<file path="src/hdc_pkg.sv">
// Shared constants and carrier types of the D-channel protocoller control block.
package hdc_pkg;
  // ==========================================================
  // Timing
  localparam int CLK_PERIOD_NS = 50;
  localparam int BIT_PERIOD_NS = 62500;
  localparam int BIT_CYC = BIT_PERIOD_NS / CLK_PERIOD_NS;
  localparam int DIV_W = 11;
  localparam int QDEPTH = 19;
  // ==========================================================
  // Register addresses
  localparam logic [4:0] ADR_CTRL_A = 5'h02;
  localparam logic [4:0] ADR_CTRL_B = 5'h03;
  localparam logic [4:0] ADR_STATUS = 5'h03;
  localparam logic [4:0] ADR_EVENT = 5'h04;
  localparam logic [4:0] ADR_QUEUE = 5'h05;
  localparam logic [4:0] ADR_MATCH1 = 5'h06;
  localparam logic [4:0] ADR_MATCH2 = 5'h07;
  // ==========================================================
  // Codes, marks and patterns
  localparam logic [1:0] KIND_PKT = 2'h0;
  localparam logic [1:0] KIND_FIRST = 2'h1;
  localparam logic [1:0] KIND_GOOD = 2'h2;
  localparam logic [1:0] KIND_BAD = 2'h3;
  localparam logic [1:0] RXL_EMPTY = 2'h0;
  localparam logic [1:0] RXL_SOME = 2'h1;
  localparam logic [1:0] RXL_OVF = 2'h2;
  localparam logic [1:0] RXL_HIGH = 2'h3;
  localparam logic [1:0] TXL_FULL = 2'h0;
  localparam logic [1:0] TXL_MANY = 2'h1;
  localparam logic [1:0] TXL_EMPTY = 2'h2;
  localparam logic [1:0] TXL_LOW = 2'h3;
  localparam logic [4:0] RX_HIGH_MARK = 5'h0f;
  localparam logic [4:0] TX_MANY_MARK = 5'h05;
  localparam logic [4:0] TX_LOW_MARK = 5'h04;
  localparam logic [7:0] PAT_FLAG = 8'h7e;
  localparam logic [7:0] PAT_ONES = 8'hff;
  localparam logic [6:0] ALL_CALL = 7'h7f;
  localparam logic [15:0] CRC_INIT = 16'hffff;
  localparam logic [15:0] CRC_POLY = 16'h8408;
  localparam logic [15:0] CRC_GOOD = 16'hf0b8;
  localparam logic [3:0] STUFF_RUN = 4'h5;
  localparam logic [3:0] FLAG_RUN = 4'h6;
  localparam logic [3:0] ABORT_RUN = 4'h7;
  localparam logic [3:0] IDLE_RUN = 4'hf;
  localparam logic [1:0] HOLD = 2'h3;
  // Event bit positions.
  localparam int EV_EOPD = 6;
  localparam int EV_TEOP = 5;
  localparam int EV_FA = 4;
  localparam int EV_TXFL = 3;
  localparam int EV_TXUN = 2;
  localparam int EV_RXFF = 1;
  localparam int EV_RXOV = 0;
  // ==========================================================
  // Types
  typedef struct packed {
    logic [4:0] addr;
    logic [7:0] wdata;
    logic wr;
    logic rd;
  } hdc_cpu_req_t;
  typedef struct packed {
    logic s_bit;
    logic bp_bit;
  } hdc_line_t;
  typedef struct packed {
    logic transmit_path_on;
    logic receive_path_on;
    logic address_filter_on;
    logic transmit_port_choice;
    logic receive_port_choice;
    logic interframe_fill_choice;
    logic spare;
    logic protocoller_loopback;
  } hdc_ctrl_a_t;
  typedef struct packed {
    logic [2:0] spare;
    logic raw_mode;
    logic receive_queue_clear;
    logic transmit_queue_clear;
    logic abort_tag;
    logic packet_end_tag;
  } hdc_ctrl_b_t;
  typedef struct packed {
    logic [1:0] received_byte_kind;
    logic [1:0] receive_queue_level;
    logic [1:0] transmit_queue_level;
    logic idle;
    logic event_pending;
  } hdc_status_t;
  typedef enum logic [2:0] {
    TX_FILL = 3'b000,
    TX_FLAG = 3'b001,
    TX_DATA = 3'b010,
    TX_FCS = 3'b011,
    TX_ABORT = 3'b100
  } hdc_tx_st_t;
endpackage

</file>
<file path="src/hdc_queue.sv">
// Byte queue with registered head output, used for both directions.
`timescale 1ns/100ps
module hdc_queue #(
  parameter int W = 10,
  parameter int D = 19
) (
  // Clock and reset
  input wire logic clk_sys,
  input wire logic rst_n,
  // Control
  input wire logic clr,
  input wire logic push,
  input wire logic [W-1:0] wdat,
  input wire logic pop,
  // State
  output logic [W-1:0] head,
  output logic [$clog2(D+1)-1:0] count
);
  localparam int PW = $clog2(D);
  localparam int CW = $clog2(D+1);
  localparam logic [PW-1:0] LAST = PW'(D - 1);
  typedef struct packed {
    logic [D-1:0][W-1:0] mem;
    logic [PW-1:0] wp;
    logic [PW-1:0] rp;
    logic [CW-1:0] cnt;
    logic [W-1:0] q;
  } hdc_q_st_t;
  hdc_q_st_t r_r, r_nxt;
  logic do_push, do_pop;

  always_comb begin
    r_nxt = r_r;
    // Pushing into a full queue is dropped here, even with a pop in the same cycle; only the receive caller reports it, when not popping.
    do_push = push && (r_r.cnt != CW'(D));
    do_pop = pop && (r_r.cnt != '0);
    if (do_push) begin
      r_nxt.mem[r_r.wp] = wdat;
      r_nxt.wp = (r_r.wp == LAST) ? '0 : r_r.wp + 1'b1;
    end
    if (do_pop) begin
      r_nxt.rp = (r_r.rp == LAST) ? '0 : r_r.rp + 1'b1;
    end
    r_nxt.cnt = r_r.cnt + CW'(do_push) - CW'(do_pop);
    if (clr) begin
      r_nxt.wp = '0;
      r_nxt.rp = '0;
      r_nxt.cnt = '0;
    end
    r_nxt.q = r_nxt.mem[r_nxt.rp];
  end

  always_ff @(posedge clk_sys or negedge rst_n) begin
    if (!rst_n) begin
      r_r <= '0;
    end else begin
      r_r <= r_nxt;
    end
  end

  assign head = r_r.q;
  assign count = r_r.cnt;
endmodule

</file>
<file path="src/hdc_rxdet.sv">
// Receive bit-level detector: flags, aborts, idle and stuffed-zero removal.
`timescale 1ns/100ps
module hdc_rxdet
  import hdc_pkg::*;
(
  // Clock and reset
  input wire logic clk_sys,
  input wire logic rst_n,
  // Serial input
  input wire logic tick,
  input wire logic bit_in,
  input wire logic raw_mode,
  // Detections
  output logic flag,
  output logic abort,
  output logic dv,
  output logic dbit,
  output logic idle
);
  localparam int PIPE = 7;
  typedef struct packed {
    logic [3:0] ones;
    logic [PIPE-1:0] pbit;
    logic [PIPE-1:0] pvld;
    logic flag;
    logic abort;
    logic dv;
    logic dbit;
    logic idle;
  } hdc_det_st_t;
  hdc_det_st_t r_r, r_nxt;

  // ==========================================================
  // Bits are held seven deep so that the start of a flag is never
  // handed on as data once the flag is recognised.
  always_comb begin
    r_nxt = r_r;
    r_nxt.flag = 1'b0;
    r_nxt.abort = 1'b0;
    r_nxt.dv = 1'b0;
    if (tick) begin
      if (raw_mode) begin
        r_nxt.dv = 1'b1;
        r_nxt.dbit = bit_in;
        r_nxt.ones = '0;
        r_nxt.pvld = '0;
      end else begin
        r_nxt.dv = r_r.pvld[0];
        r_nxt.dbit = r_r.pbit[0];
        r_nxt.pbit = {bit_in, r_r.pbit[PIPE-1:1]};
        r_nxt.pvld = {1'b1, r_r.pvld[PIPE-1:1]};
        if (bit_in) begin
          if (r_r.ones != IDLE_RUN) begin
            r_nxt.ones = r_r.ones + 1'b1;
          end
          r_nxt.abort = (r_r.ones == ABORT_RUN - 1'b1);
        end else begin
          r_nxt.ones = '0;
          r_nxt.pvld[PIPE-1] = (r_r.ones != STUFF_RUN);
          if (r_r.ones == FLAG_RUN) begin
            r_nxt.flag = 1'b1;
            r_nxt.pvld = '0;
            r_nxt.dv = 1'b0;
          end
        end
        if (r_nxt.abort) begin
          r_nxt.pvld = '0;
        end
      end
      r_nxt.idle = (r_nxt.ones == IDLE_RUN);
    end
  end

  always_ff @(posedge clk_sys or negedge rst_n) begin
    if (!rst_n) begin
      r_r <= '0;
    end else begin
      r_r <= r_nxt;
    end
  end

  assign flag = r_r.flag;
  assign abort = r_r.abort;
  assign dv = r_r.dv;
  assign dbit = r_r.dbit;
  assign idle = r_r.idle;
endmodule

</file>
<file path="src/hdc_dchan_ctrl.sv">
// D-channel protocoller: registers, transmit framer, receive deframer.
`timescale 1ns/100ps
module hdc_dchan_ctrl
  import hdc_pkg::*;
(
  // Clock and reset
  input wire logic clk_sys,
  input wire logic rst_n,
  // Microprocessor port
  input wire hdc_pkg::hdc_cpu_req_t cpu,
  output logic [7:0] cpu_rdata,
  // Line and backplane D-channel
  input wire hdc_pkg::hdc_line_t rx_line,
  output hdc_pkg::hdc_line_t tx_line,
  // Mode straps from the rest of the device
  input wire logic nt_mode,
  input wire logic channel_access_request
);
  import hdc_pkg::*;
  localparam int CW = $clog2(QDEPTH + 1);

  typedef struct packed {
    hdc_ctrl_a_t ca;
    hdc_ctrl_b_t cb;
    logic [7:0] mask;
    logic [7:0] ev;
    logic [7:0] adr1;
    logic [7:0] adr2;
    logic [7:0] rdata;
    logic ovf;
    logic [DIV_W-1:0] div;
    logic tick;
    hdc_tx_st_t ts;
    logic [7:0] tsh;
    logic [2:0] tbit;
    logic [3:0] tones;
    logic tinf;
    logic tfcs2;
    logic tend;
    logic tabt;
    logic [15:0] tcrc;
    logic [15:0] fcs;
    logic txb;
    logic [7:0] rsh;
    logic [2:0] rbit;
    logic rhunt;
    logic rinf;
    logic rfirst;
    logic [1:0] hcnt;
    logic [7:0] h0;
    logic [7:0] h1;
    logic [7:0] h2;
    logic [15:0] rcrc;
    hdc_line_t txo;
  } hdc_st_t;
  hdc_st_t r_r, r_nxt;

  logic tq_clr, tq_push, tq_pop, rq_clr, rq_push, rq_pop;
  logic [9:0] tq_wdat, tq_head, rq_wdat, rq_head;
  logic [CW-1:0] tq_cnt, rq_cnt;
  logic det_flag, det_abort, det_dv, det_dbit, det_idle, rx_bit;

  // Reflected CRC-16 advanced by one bit.
  function automatic logic [15:0] crc_step(input logic [15:0] c, input logic b);
    crc_step = (c >> 1) ^ ((c[0] ^ b) ? CRC_POLY : 16'h0000);
  endfunction

  // ==========================================================
  // Queues and receive detector
  hdc_queue #(.W(10), .D(QDEPTH)) u_txq (
    .clk_sys(clk_sys), .rst_n(rst_n), .clr(tq_clr), .push(tq_push),
    .wdat(tq_wdat), .pop(tq_pop), .head(tq_head), .count(tq_cnt)
  );
  hdc_queue #(.W(10), .D(QDEPTH)) u_rxq (
    .clk_sys(clk_sys), .rst_n(rst_n), .clr(rq_clr), .push(rq_push),
    .wdat(rq_wdat), .pop(rq_pop), .head(rq_head), .count(rq_cnt)
  );

  // Loopback takes the framer's own bit, ahead of the port choice.
  assign rx_bit = !r_r.ca.receive_path_on ? 1'b1 :
                  r_r.ca.protocoller_loopback ? r_r.txb :
                  r_r.ca.receive_port_choice ? rx_line.s_bit : rx_line.bp_bit;

  hdc_rxdet u_det (
    .clk_sys(clk_sys), .rst_n(rst_n), .tick(r_r.tick), .bit_in(rx_bit),
    .raw_mode(r_r.cb.raw_mode), .flag(det_flag), .abort(det_abort),
    .dv(det_dv), .dbit(det_dbit), .idle(det_idle)
  );

  always_comb begin
    hdc_status_t st;
    logic [7:0] fillpat;
    logic [7:0] rs;
    logic [15:0] c;
    logic want;
    logic [9:0] wdat;
    logic txbit;
    logic addr_ok;
    st = '0;
    fillpat = r_r.ca.interframe_fill_choice ? PAT_FLAG : PAT_ONES;
    rs = {det_dbit, r_r.rsh[7:1]};
    c = crc_step(r_r.tcrc, r_r.tsh[0]);
    want = 1'b0;
    wdat = '0;
    addr_ok = 1'b1;
    txbit = 1'b1;
    r_nxt = r_r;
    tq_clr = 1'b0;
    tq_push = 1'b0;
    tq_pop = 1'b0;
    tq_wdat = {r_r.cb.abort_tag, r_r.cb.packet_end_tag, cpu.wdata};
    rq_clr = 1'b0;
    rq_pop = 1'b0;
    rq_push = 1'b0;
    rq_wdat = '0;

    // ==========================================================
    // Status and bit-rate divider
    st.received_byte_kind = (rq_cnt == '0) ? KIND_PKT : rq_head[9:8];
    st.receive_queue_level = (rq_cnt == '0) ? RXL_EMPTY : r_r.ovf ? RXL_OVF :
                             (rq_cnt >= CW'(RX_HIGH_MARK)) ? RXL_HIGH : RXL_SOME;
    st.transmit_queue_level = (tq_cnt == CW'(QDEPTH)) ? TXL_FULL :
                              (tq_cnt == '0) ? TXL_EMPTY :
                              (tq_cnt >= CW'(TX_MANY_MARK)) ? TXL_MANY : TXL_LOW;
    st.idle = det_idle;
    st.event_pending = |(r_r.ev & r_r.mask);
    r_nxt.tick = (r_r.div == DIV_W'(BIT_CYC - 1));
    r_nxt.div = r_nxt.tick ? '0 : r_r.div + 1'b1;

    // ==========================================================
    // Register port
    r_nxt.cb.receive_queue_clear = 1'b0;
    r_nxt.cb.transmit_queue_clear = 1'b0;
    if (r_r.cb.receive_queue_clear) begin
      rq_clr = 1'b1;
      r_nxt.ovf = 1'b0;
      r_nxt.rhunt = 1'b1;
      r_nxt.rinf = 1'b0;
    end
    tq_clr = r_r.cb.transmit_queue_clear;
    if (cpu.wr) begin
      case (cpu.addr)
        ADR_CTRL_A: r_nxt.ca = cpu.wdata;
        ADR_CTRL_B: r_nxt.cb = cpu.wdata;
        ADR_EVENT: r_nxt.mask = cpu.wdata;
        ADR_QUEUE: begin
          tq_push = 1'b1;
          r_nxt.cb.abort_tag = 1'b0;
          r_nxt.cb.packet_end_tag = 1'b0;
        end
        ADR_MATCH1: r_nxt.adr1 = cpu.wdata;
        ADR_MATCH2: r_nxt.adr2 = cpu.wdata;
        default: ;
      endcase
    end
    if (cpu.rd) begin
      case (cpu.addr)
        ADR_CTRL_A: r_nxt.rdata = r_r.ca;
        ADR_STATUS: r_nxt.rdata = st;
        ADR_EVENT: begin
          r_nxt.rdata = r_r.ev;
          r_nxt.ev = '0;
        end
        ADR_QUEUE: begin
          r_nxt.rdata = rq_head[7:0];
          rq_pop = (rq_cnt != '0);
          if (rq_pop) begin
            r_nxt.ovf = 1'b0;
          end
        end
        ADR_MATCH1: r_nxt.rdata = r_r.adr1;
        ADR_MATCH2: r_nxt.rdata = r_r.adr2;
        default: r_nxt.rdata = '0;
      endcase
    end

    // ==========================================================
    // Transmit framer, one bit per tick
    if (r_r.tick) begin
      // A check byte ending in five ones still needs its zero ahead of the closing flag.
      if ((r_r.ts == TX_DATA || r_r.ts == TX_FCS ||
           (r_r.ts == TX_FLAG && !r_r.tinf && r_r.tbit == 3'h0)) && !r_r.cb.raw_mode &&
          r_r.tones == STUFF_RUN) begin
        r_nxt.txb = 1'b0;
        r_nxt.tones = '0;
      end else begin
        r_nxt.txb = r_r.tsh[0];
        r_nxt.tsh = r_r.tsh >> 1;
        r_nxt.tbit = r_r.tbit + 1'b1;
        r_nxt.tones = !r_r.tsh[0] ? '0 :
                      (r_r.tones == STUFF_RUN) ? STUFF_RUN : r_r.tones + 1'b1;
        if (r_r.ts == TX_DATA) begin
          r_nxt.tcrc = c;
        end
        if (r_r.tbit == 3'h7) begin
          case (r_r.ts)
            TX_FILL: begin
              r_nxt.tsh = fillpat;
              if (tq_cnt != '0 && r_r.ca.transmit_path_on) begin
                if (r_r.cb.raw_mode) begin
                  r_nxt.ts = TX_DATA;
                  tq_pop = 1'b1;
                end else begin
                  r_nxt.ts = TX_FLAG;
                  r_nxt.tsh = PAT_FLAG;
                  r_nxt.tinf = 1'b1;
                  r_nxt.tcrc = CRC_INIT;
                end
              end
            end
            TX_FLAG: begin
              if (r_r.tinf && tq_cnt != '0) begin
                r_nxt.ts = TX_DATA;
                tq_pop = 1'b1;
              end else if (r_r.tinf) begin
                r_nxt.ts = TX_ABORT;
                r_nxt.tsh = PAT_ONES;
              end else begin
                r_nxt.ts = TX_FILL;
                r_nxt.tsh = fillpat;
              end
            end
            TX_DATA: begin
              if (r_r.tabt && !r_r.cb.raw_mode) begin
                r_nxt.ts = TX_ABORT;
                r_nxt.tsh = PAT_ONES;
              end else if (r_r.tend && !r_r.cb.raw_mode) begin
                r_nxt.ts = TX_FCS;
                r_nxt.fcs = ~c;
                r_nxt.tsh = ~c[7:0];
                r_nxt.tfcs2 = 1'b0;
              end else if (tq_cnt != '0) begin
                tq_pop = 1'b1;
              end else if (r_r.cb.raw_mode) begin
                r_nxt.ts = TX_FILL;
                r_nxt.tsh = fillpat;
              end else begin
                // Running dry inside a frame ends it with an abort.
                r_nxt.ts = TX_ABORT;
                r_nxt.tsh = PAT_ONES;
                r_nxt.ev[EV_TXUN] = 1'b1;
              end
            end
            TX_FCS: begin
              r_nxt.tfcs2 = 1'b1;
              r_nxt.tsh = r_r.fcs[15:8];
              if (r_r.tfcs2) begin
                r_nxt.ts = TX_FLAG;
                r_nxt.tsh = PAT_FLAG;
                r_nxt.tinf = 1'b0;
                r_nxt.ev[EV_TEOP] = 1'b1;
              end
            end
            TX_ABORT: begin
              r_nxt.ts = TX_FILL;
              r_nxt.tsh = fillpat;
              r_nxt.tinf = 1'b0;
            end
            default: r_nxt.ts = TX_FILL;
          endcase
          if (tq_pop) begin
            r_nxt.tsh = tq_head[7:0];
            r_nxt.tend = tq_head[8];
            r_nxt.tabt = tq_head[9];
            if (tq_cnt == TX_LOW_MARK + 1'b1) begin
              r_nxt.ev[EV_TXFL] = 1'b1;
            end
          end
        end
      end
    end
    txbit = !r_r.ca.transmit_path_on | r_r.txb;
    r_nxt.txo.s_bit = (r_r.ca.transmit_port_choice && (!r_r.ca.protocoller_loopback ||
                       nt_mode || channel_access_request)) ? txbit : 1'b1;
    r_nxt.txo.bp_bit = !r_r.ca.transmit_port_choice ? txbit : 1'b1;

    // ==========================================================
    // Receive deframer; bytes wait three deep so check bytes never land
    if (det_flag) begin
      if (r_r.rinf && !r_r.rhunt && r_r.hcnt == HOLD) begin
        want = 1'b1;
        wdat = {(r_r.rcrc == CRC_GOOD) ? KIND_GOOD : KIND_BAD, r_r.h0};
        r_nxt.ev[EV_EOPD] = 1'b1;
      end
      r_nxt.rinf = 1'b1;
      r_nxt.rhunt = 1'b0;
      r_nxt.hcnt = '0;
      r_nxt.rbit = '0;
      r_nxt.rcrc = CRC_INIT;
      r_nxt.rfirst = 1'b1;
    end else if (det_abort) begin
      if (r_r.rinf && !r_r.rhunt) begin
        r_nxt.ev[EV_FA] = 1'b1;
        r_nxt.ev[EV_EOPD] = 1'b1;
      end
      r_nxt.rinf = 1'b0;
    end else if (det_dv && (r_r.cb.raw_mode || (r_r.rinf && !r_r.rhunt))) begin
      r_nxt.rsh = rs;
      r_nxt.rbit = r_r.rbit + 1'b1;
      r_nxt.rcrc = crc_step(r_r.rcrc, det_dbit);
      if (r_r.rbit == 3'h7) begin
        if (r_r.cb.raw_mode) begin
          want = 1'b1;
          wdat = {KIND_PKT, rs};
        end else begin
          case (r_r.hcnt)
            2'h0: r_nxt.h0 = rs;
            2'h1: begin
              r_nxt.h1 = rs;
              addr_ok = (!r_r.adr1[0] || r_r.h0[7:2] == r_r.adr1[7:2]) &&
                        (!r_r.adr2[0] || rs[7:1] == r_r.adr2[7:1] || rs[7:1] == ALL_CALL);
              r_nxt.rhunt = r_r.ca.address_filter_on && !addr_ok;
            end
            2'h2: r_nxt.h2 = rs;
            default: begin
              want = 1'b1;
              wdat = {r_r.rfirst ? KIND_FIRST : KIND_PKT, r_r.h0};
              r_nxt.rfirst = 1'b0;
              r_nxt.h0 = r_r.h1;
              r_nxt.h1 = r_r.h2;
              r_nxt.h2 = rs;
            end
          endcase
          r_nxt.hcnt = (r_r.hcnt == HOLD) ? HOLD : r_r.hcnt + 1'b1;
        end
      end
    end
    if (want && !r_r.cb.receive_queue_clear) begin
      if (rq_cnt == CW'(QDEPTH) && !rq_pop) begin
        r_nxt.ovf = 1'b1;
        r_nxt.ev[EV_RXOV] = 1'b1;
        r_nxt.rhunt = !r_r.cb.raw_mode;
        r_nxt.rinf = r_r.cb.raw_mode;
      end else begin
        rq_push = 1'b1;
        rq_wdat = wdat;
        if (rq_cnt == CW'(RX_HIGH_MARK - 1'b1)) begin
          r_nxt.ev[EV_RXFF] = 1'b1;
        end
      end
    end
  end

  always_ff @(posedge clk_sys or negedge rst_n) begin
    if (!rst_n) begin
      r_r <= '0;
      // The framer idles on ones, so enabling it before the first fill reload sends no zeros.
      r_r.txb <= 1'b1;
      r_r.tsh <= PAT_ONES;
    end else begin
      r_r <= r_nxt;
    end
  end

  assign cpu_rdata = r_r.rdata;
  assign tx_line = r_r.txo;
endmodule

</file>
<file path="config.mk">
export PLATFORM = sky130hd
export DESIGN_NAME = hdc_dchan_ctrl
export DESIGN_NICKNAME = d
export VERILOG_FILES = /design/src/hdc_pkg.sv /design/src/hdc_queue.sv /design/src/hdc_rxdet.sv /design/src/hdc_dchan_ctrl.sv
export SDC_FILE = /design/constraint.sdc
export NUM_CORES = 1
export LEC_CHECK = 0
export BUFFER_PORTS_ARGS = -buffer_cell sky130_fd_sc_hd__buf_2
export CAP_MARGIN = 10
export CORE_MARGIN = 5
export CORE_UTILIZATION = 60
export CTS_BUF_LIST = sky130_fd_sc_hd__clkbuf_16
export DETAILED_ROUTE_END_ITERATION = 6
export GPL_ROUTABILITY_DRIVEN = 0
export PLACE_DENSITY = 0.77
export SLEW_MARGIN = 0
export SYNTH_ARGS = -nofsm -noshare
export SYNTH_HDL_FRONTEND = slang
export SYNTH_SLANG_ARGS = --single-unit
export TNS_END_PERCENT = 100
</file>
<file path="constraint.sdc">
create_clock -name clk_sys -period 7.4 [get_ports clk_sys]
set_input_delay 0.37 -clock clk_sys [delete_from_list [all_inputs] [get_ports clk_sys]]
set_output_delay 0.37 -clock clk_sys [all_outputs]
set_load 0.005 [all_outputs]
</file>
==> metrics.cfg, run 1 <==
[worst_setup_path]
r2r_slack_ps = 2510
cp.required_ps = 7920
arrival_ps = 5410
critical_path.most_common_cell = nor2_1
crit_family = compound AO/OA/AOI/OAI gates
cp_num_buf_inv = 1
crit_path_top_delay_cell = dfrtp_1
crit_path_max_fanout = 22
crit_path_start_kind = register
cp_cell_sequence = nor2b_1 -> o221ai_1 -> buf_4 -> nor2_1 -> nand2_1 -> o21ai_0 -> nor2_1 -> o311ai_0 -> a32o_1 -> a31o_1
slowest_delay_ps = 940
critPathCaptureType = register
critPathKind = register to register

[synth]
synth-edff-count = 0
synth_cell_types = 96
syn_inst = 3276
ys_async_sr_fraction = 1.00
syn_area_per_cell_um2 = 9.39
synth-warning-count = 0
synth_ff_type = dfrtp_1
synth_seq_area_share = 0.505
syn_nets = 3345
synth-seq-cells = 621
syn_area_um2 = 30800

[sta]
fin_hold_ws_ps = 194
setup_tns_ps = 0
rsz0062_at_grt = false
setup_viol = 0
fin_skew_ps = 21.9
slew_violations = 0
max_freq_mhz = 205
finalCriticalPeriod_ps = 4890
layout_setup_ws_ps = 2510
relSlewSlack = 0.104
worst_pin_slew_ps = 1340
hold_violations = 0
period_share = 0.660

[pwr]
power_frac_comb = 0.126
power.density_nw_per_um2 = 237
pwr-share-seq = 0.469
leakagePower_nw = 14.9
max-vdd-ir-drop_mv = 0.176
clockPowerShare = 0.405
finalPower_mw = 7.84
p_int_mw = 5.71
p_switching_mw = 2.13
switching_share = 0.272

[finish]
final_core_util = 0.647
n_fill_cell = 4018
most-common-layout-cells = dfrtp_1 (612), nand2_1 (593), o21ai_0 (427)
final_common_cell = dfrtp_1
drive_above_1_share = 0.0926
area_growth_pct = 7.34
nNetsFinal = 3226

[floorplanning]
rows = 83
die_h_um = 236
core-area_um2 = 51100
die_area_um2 = 55900
start_util = 0.602
die_w_um = 236
pin_count = 31

[run_status]
status = finished with violations
failed_checks = DRC

[place]
portBuffers = 30
dp_hpwl_mm = 56.1
place_ws_ps = 2630

[clock_tree]
clock_latency_ps = 610
cts.sink_count = 621
clk_pin_slew_worst_paths_ps = 60
cts_root_buffer = clkbuf_16
clockBufferDepth = 3
htreeDepth = 3
cts_tree = built
cts_buffers = 66

[global_routing]
overflow = 0
grt_start_max_net_pins = 181
grt_pass1_wl_mm = 135
grt.total_usage = 0.298
grt_pass1_vias = 24400
antenna_found_initial = 1

[routing]
vias = 25400
ant_nets = 0
drc_errors = 115
drtIter0Drc = 3159
via_per_inst = 6.53
drtPass1Iterations = 7
wl_per_cell_um = 21.8
wl_mm = 84.8

[flow_run]
drv_cap = 0

[hold_path]
min_path_type = primary input to register

## layer usage
| layer | track usage | wire (µm) |
|---|---|---|
| met1 | 0.429 | 35400 |
| met2 | 0.448 | 37800 |
| met3 | 0.0710 | 8820 |
| met4 | 0.103 | 2770 |
| met5 | 0 | 11 |
## worst paths after layout
| kind | from | endpoint | cells past startpoint |
|---|---|---|---|
| worst max-delay path | r_r[170]$_DFFE_PN0P_ | u_rxq.head[6]$_DFF_PN0_ | 10 |
| worst min-delay path | channel_access_request | tx_line[1]$_DFF_PN0_ | 4 |
| worst max register to register | r_r[170]$_DFFE_PN0P_ | u_rxq.head[6]$_DFF_PN0_ | 10 |
| worst min register to register | u_rxq.r_r[149]$_DFF_PN0_ | u_rxq.r_r[149]$_DFF_PN0_ | 2 |
| max in group asynchronous | rst_n | u_txq.r_r[134]$_DFF_PN0_ | 3 |
| min in group asynchronous | rst_n | r_r[123]$_DFF_PN0_ | 2 |
## synth_stat cells, types with 14 or more instances
master,n,area share
dfrtp_1,612,0.50
nand2_1,593,0.072
o21ai_0,428,0.070
nor2_1,195,0.024
clkbuf_1,185,0.023
nand3_1,111,0.018
mux2_2,94,0.034
nor3_1,92,0.015
mux2i_1,89,0.029
o211ai_1,75,0.018
o22ai_1,71,0.014
inv_1,65,0.0079
a21oi_1,62,0.010
ha_1,46,0.019
nand2b_1,31,0.0063
buf_2,28,0.0046
nor2b_1,27,0.0055
nand4_1,24,0.0049
xnor2_1,24,0.0068
a31oi_1,18,0.0037
a211o_1,16,0.0046
a211oi_1,16,0.0039
and3_1,15,0.0030
buf_1,15,0.0018
xor2_1,15,0.0043
a221o_1,14,0.0046
a22oi_1,14,0.0034
buf_4,14,0.0034
nor4_1,14,0.0028
o221ai_1,14,0.0040
## flip-flops by register name, summed over array words and instances, names as in the netlist, 2 cells and up
| register | cells |
|---|---|
| cpu_rdata | 8 |
| r_r | 157 |
| tx_line | 2 |
| u_det.r_r | 18 |
| u_rxq.count | 5 |
| u_rxq.head | 10 |
| u_rxq.r_r | 200 |
| u_txq.count | 5 |
| u_txq.head | 10 |
| u_txq.r_r | 200 |
## timing repair
item,CTS,global route
endpoints found under the hold margin,117,0
hold buffers,1,0
setup buffers,0,0
resized for setup,0,0
setup endpoints to repair,0,0
## final cells by class
cell class,count,area [µm²],area share
inverters,73,279,0.00845
multi-input cells,2333,13900,0.420
flip-flops and latches,621,15600,0.471
diodes,1,2.50,0.0000758
clock buffers,71,1780,0.0538
repair buffers,62,423,0.0128
well taps,680,851,0.0258
clock inverters,46,274,0.00829
## tightest hold or removal path, stage by stage
cell and delay, ps:
buf_2 80, nor2_1 50, nand2_1 70, nand4_1 150
## stage by stage
stage / cell area, µm² / instances
4_1_cts: 33000 / 3883
5_1_grt: 33000 / 3886
3_3_place_gp: 30900 / 3764
3_5_place_dp: 31000 / 3765
6_report: 33000 / 3887
2_1_floorplan: 30800 / 3276
## cell families (layout without fill, tap and decap cells)
kind of cell | after synthesis | after routing | synth area share
and+or+nand+nor | 1181 | 1181 | 0.172
AOI/OAI and AO/OA | 874 | 874 | 0.179
DFF | 621 | 621 | 0.505
buffers and inverters | 322 | 252 | 0.0446
muxes | 191 | 191 | 0.0679
adders and majority gates | 48 | 48 | 0.0200
xor gates and xnor gates | 39 | 39 | 0.0111
other | 0 | 1 | 0
## power groups by stage
stage	registers [mW]	logic [mW]	clock network, mW
2_1_floorplan	3.65	0.693	0
3_3_place_gp	3.72	0.931	0
3_5_place_dp	3.73	0.961	0
4_1_cts	3.67	0.972	3.21
5_1_grt	3.68	1.08	3.36
6_report	3.68	0.986	3.18
Note: power is estimated with default switching activity, not from simulation.
==> inputs of run 2 (changes only) <==
--- a/config.mk
+++ b/config.mk
@@ -5,6 +5,7 @@
 export SDC_FILE = /design/constraint.sdc
 export NUM_CORES = 1
 export LEC_CHECK = 0
+export ABC_AREA = 1
 export BUFFER_PORTS_ARGS = -buffer_cell sky130_fd_sc_hd__buf_2
 export CAP_MARGIN = 10
 export CORE_MARGIN = 5
==> constraint.sdc (replaced) <==
create_clock -name clk_sys -period 5.05 [get_ports clk_sys]
set_input_delay 0.2525 -clock clk_sys [delete_from_list [all_inputs] [get_ports clk_sys]]
set_output_delay 0.2525 -clock clk_sys [all_outputs]
set_load 0.005 [all_outputs]
==> metrics.cfg, run 2 <==
[run_status]
status = finished, final reports clean  ; was finished with violations

[routing]
ant_nets = 0  ; unchanged
wl_mm = 88.6  ; was 84.8 mm
drtPass1Iterations = 6  ; was 7
via_per_inst = 5.78  ; was 6.53
vias = 28000  ; was 25400
wl_per_cell_um = 18.3  ; was 21.8 µm
drc_errors = 0  ; was 115
drtIter0Drc = 3251  ; was 3159

[pwr]
p_int_mw = 8.72  ; was 5.71 mW
power.density_nw_per_um2 = 362  ; was 237 nW/µm²
p_switching_mw = 3.78  ; was 2.13 mW
clockPowerShare = 0.390  ; was 0.405
max-vdd-ir-drop_mv = 0.339  ; was 0.176 mV
power_frac_comb = 0.165  ; was 0.126
switching_share = 0.303  ; was 0.272
leakagePower_nw = 17.1  ; was 14.9 nW
pwr-share-seq = 0.445  ; was 0.469

[synth]
syn_area_per_cell_um2 = 7.68  ; was 9.39 µm²
synth_cell_types = 63  ; was 96
synth_ff_type = dfrtp_1  ; unchanged
yosysMostFrequentCell = nand2_1  ; was dfrtp_1
syn_area_um2 = 31900  ; was 30800 µm²
yosysTopAreaCellShare = 0.479  ; was 0.498
ys_async_sr_fraction = 1.00  ; unchanged
syn_nets = 4227  ; was 3345
synth.area.top_cells = dfrtp_1 (48%), nand2_1 (17%), nand3_1 (6.9%), o21ai_0 (6.2%), inv_1 (4.5%)  ; was dfrtp_1 (50%), nand2_1 (7.2%), o21ai_0 (7.0%), mux2_2 (3.4%), mux2i_1 (2.9%)
yosys.area.top_type = dfrtp_1  ; unchanged
ys_top_cells_by_count = nand2_1 (1486), dfrtp_1 (612), nand3_1 (442), o21ai_0 (394), inv_1 (380)  ; was dfrtp_1 (612), nand2_1 (593), o21ai_0 (428), nor2_1 (195), clkbuf_1 (185)
synth-seq-cells = 621  ; unchanged
synth-warning-count = 0  ; unchanged
synth-edff-count = 0  ; unchanged
synth_seq_area_share = 0.487  ; was 0.505
syn_inst = 4158  ; was 3276

[floorplanning]
die_w_um = 241  ; was 236 µm
die_h_um = 241  ; was 236 µm
start_util = 0.607  ; was 0.602
die_area_um2 = 58000  ; was 55900 µm²
pin_count = 31  ; unchanged
core-area_um2 = 52700  ; was 51100 µm²
rows = 84  ; was 83

[sta]
rsz0062_at_grt = false  ; unchanged
relSlewSlack = 0.206  ; was 0.104
finalCriticalPeriod_ps = 3660  ; was 4890 ps
worst_pin_slew_ps = 1180  ; was 1340 ps
fin_hold_ws_ps = 57.0  ; was 194 ps
fin_skew_ps = 34.5  ; was 21.9 ps
setup_viol = 0  ; unchanged
max_freq_mhz = 273  ; was 205 MHz
slew_violations = 0  ; unchanged
setup_tns_ps = 0  ; unchanged
hold_violations = 0  ; unchanged
period_share = 0.724  ; was 0.660

[global_routing]
overflow = 0  ; unchanged
antenna_found_initial = 0  ; was 1
grt_pass1_wl_mm = 142  ; was 135 mm
grt.total_usage = 0.306  ; was 0.298
grt_start_max_net_pins = 142  ; was 181
grt_pass1_vias = 26300  ; was 24400

[worst_setup_path]
crit_path_top_delay_cell = nor2_2  ; was dfrtp_1
crit_path_start_kind = register  ; unchanged
critPathKind = register to register  ; unchanged
cp.required_ps = 5560  ; was 7920 ps
critical_path.most_common_cell = nand2_1  ; was nor2_1
crit_path_max_fanout = 27  ; was 22
slowest_delay_ps = 610  ; was 940 ps
critPathCaptureType = register  ; unchanged
cp_cell_sequence = inv_1 -> ha_1 -> nand3_1 -> nor2_1 -> nor3_4 -> buf_4 -> nand2_2 -> nor2_2 -> o21ai_0 -> or2_1 -> nand2_1 -> nand3_1 -> nand2_1 -> nand2_1 -> nand3_1 -> nand2_1  ; was nor2b_1 -> o221ai_1 -> buf_4 -> nor2_1 -> nand2_1 -> o21ai_0 -> nor2_1 -> o311ai_0 -> a32o_1 -> a31o_1
arrival_ps = 4160  ; was 5410 ps

[clock_tree]
clockBufferDepth = 3  ; unchanged
cts_tree = built  ; unchanged
cts.sink_count = 621  ; unchanged
post_cts_buffers = 0  ; unchanged
cts_root_buffer = clkbuf_16  ; unchanged
post_cts_resized = 0  ; unchanged
htreeDepth = 3  ; unchanged
clock_latency_ps = 620  ; was 610 ps
clk_pin_slew_worst_paths_ps = 60  ; about the same
cts_buffers = 67  ; was 66

[finish]
n_fill_cell = 4452  ; was 4018
most-common-layout-cells = nand2_1 (1486), dfrtp_1 (612), nand3_1 (442)  ; was dfrtp_1 (612), nand2_1 (593), o21ai_0 (427)
final_common_cell = nand2_1  ; was dfrtp_1
area_growth_pct = 8.11  ; was 7.34%
drive_above_1_share = 0.0655  ; was 0.0926
design_area_um2 = 34500  ; was 33000 µm²
reg_top3 = u_rxq.r_r (200), u_txq.r_r (200), r_r (157)  ; unchanged
nNetsFinal = 4167  ; was 3226
n_antenna_cell = 0  ; was 1

[flow_run]
drv_cap = 0  ; unchanged

[hold_path]
min_path_type = primary input to register  ; unchanged

[place]
place_area_um2 = 32300  ; was 31000 µm²
dp_hpwl_mm = 57.7  ; was 56.1 mm
portBuffers = 30  ; unchanged

-- run 2: layout make-up --
type	count	area (µm²)	share of cell area
Timing Repair Buffer	72	598	0.0173
Multi-Input combinational cell	2930	13800	0.401
Sequential cell	621	15600	0.450
Inverter	406	1520	0.0441
Clock buffer	70	1750	0.0507
Clock inverter	51	418	0.0121
Tap cell	688	861	0.0249
-- run 2: cell families after synthesis --
logic type      synth area share
compound gates             0.103
xor+xnor                 0.00850
fa+ha+maj                 0.0193
buf+inv                   0.0806
flops                      0.487
mux                      0.00349
simple gates               0.298
-- run 2: layer usage --
layer	wire length, µm	vias up	track usage
li1	-	13300	-
met1	36700	13200	0.427
met2	40400	1271	0.477
met3	7370	266	0.0563
met4	4120	0	0.130
met5	0	-	0
-- run 2: power by group through the flow --
stage / clock network (mW) / registers [mW] / logic (mW)
after floorplan: 0 / 5.53 / 1.41
after global placement: 0 / 5.63 / 1.97
after detailed placement: 0 / 5.63 / 2.01
after CTS: 4.93 / 5.55 / 2.03
after global routing: 5.15 / 5.60 / 2.31
final: 4.88 / 5.56 / 2.06
-- run 2: metrics by stage --
| stage | utilization | setup slack, ps | power, mW | instances |
|---|---|---|---|---|
| final | 0.656 | 1390 | 12.5 | 4838 |
| after global routing | 0.656 | 1030 | 13.1 | 4838 |
| after CTS | 0.656 | 1420 | 12.5 | 4838 |
| after detailed placement | 0.614 | 1420 | 7.65 | 4713 |
| after global placement | 0.614 | 1490 | 7.60 | 4713 |
| after floorplan | - | 2270 | 6.93 | 4158 |
-- run 2: critical path, delay by kind of cell, from the launching register on --
family                   cells  cell delay [ps]
AND/OR/NAND/NOR             12             2190
flip-flops                   1              410
AO/OA/AOI/OAI                1              280
buffers and inverters        2              410
adder cells (fa/ha/maj)      1              240
-- run 2: final timing paths --
check,endpoint,start,slack [ps],cells after the start
max,u_txq.head[4]$_DFF_PN0_,u_txq.count[2]$_DFF_PN0_,1390,16
min,u_txq.r_r[145]$_DFF_PN0_,cpu[2],60,3
max reg2reg,u_txq.head[4]$_DFF_PN0_,u_txq.count[2]$_DFF_PN0_,1390,16
min reg2reg,u_rxq.r_r[169]$_DFF_PN0_,u_rxq.r_r[169]$_DFF_PN0_,460,2
max in group asynchronous,u_rxq.r_r[140]$_DFF_PN0_,rst_n,3480,3
min in group asynchronous,u_txq.r_r[142]$_DFF_PN0_,rst_n,220,2
-- run 2: repair_timing --
item / in CTS / in global routing
setup endpoints to repair: 0 / 0
hold buffers: 4 / 0
endpoints found under the hold margin: 82 / 0
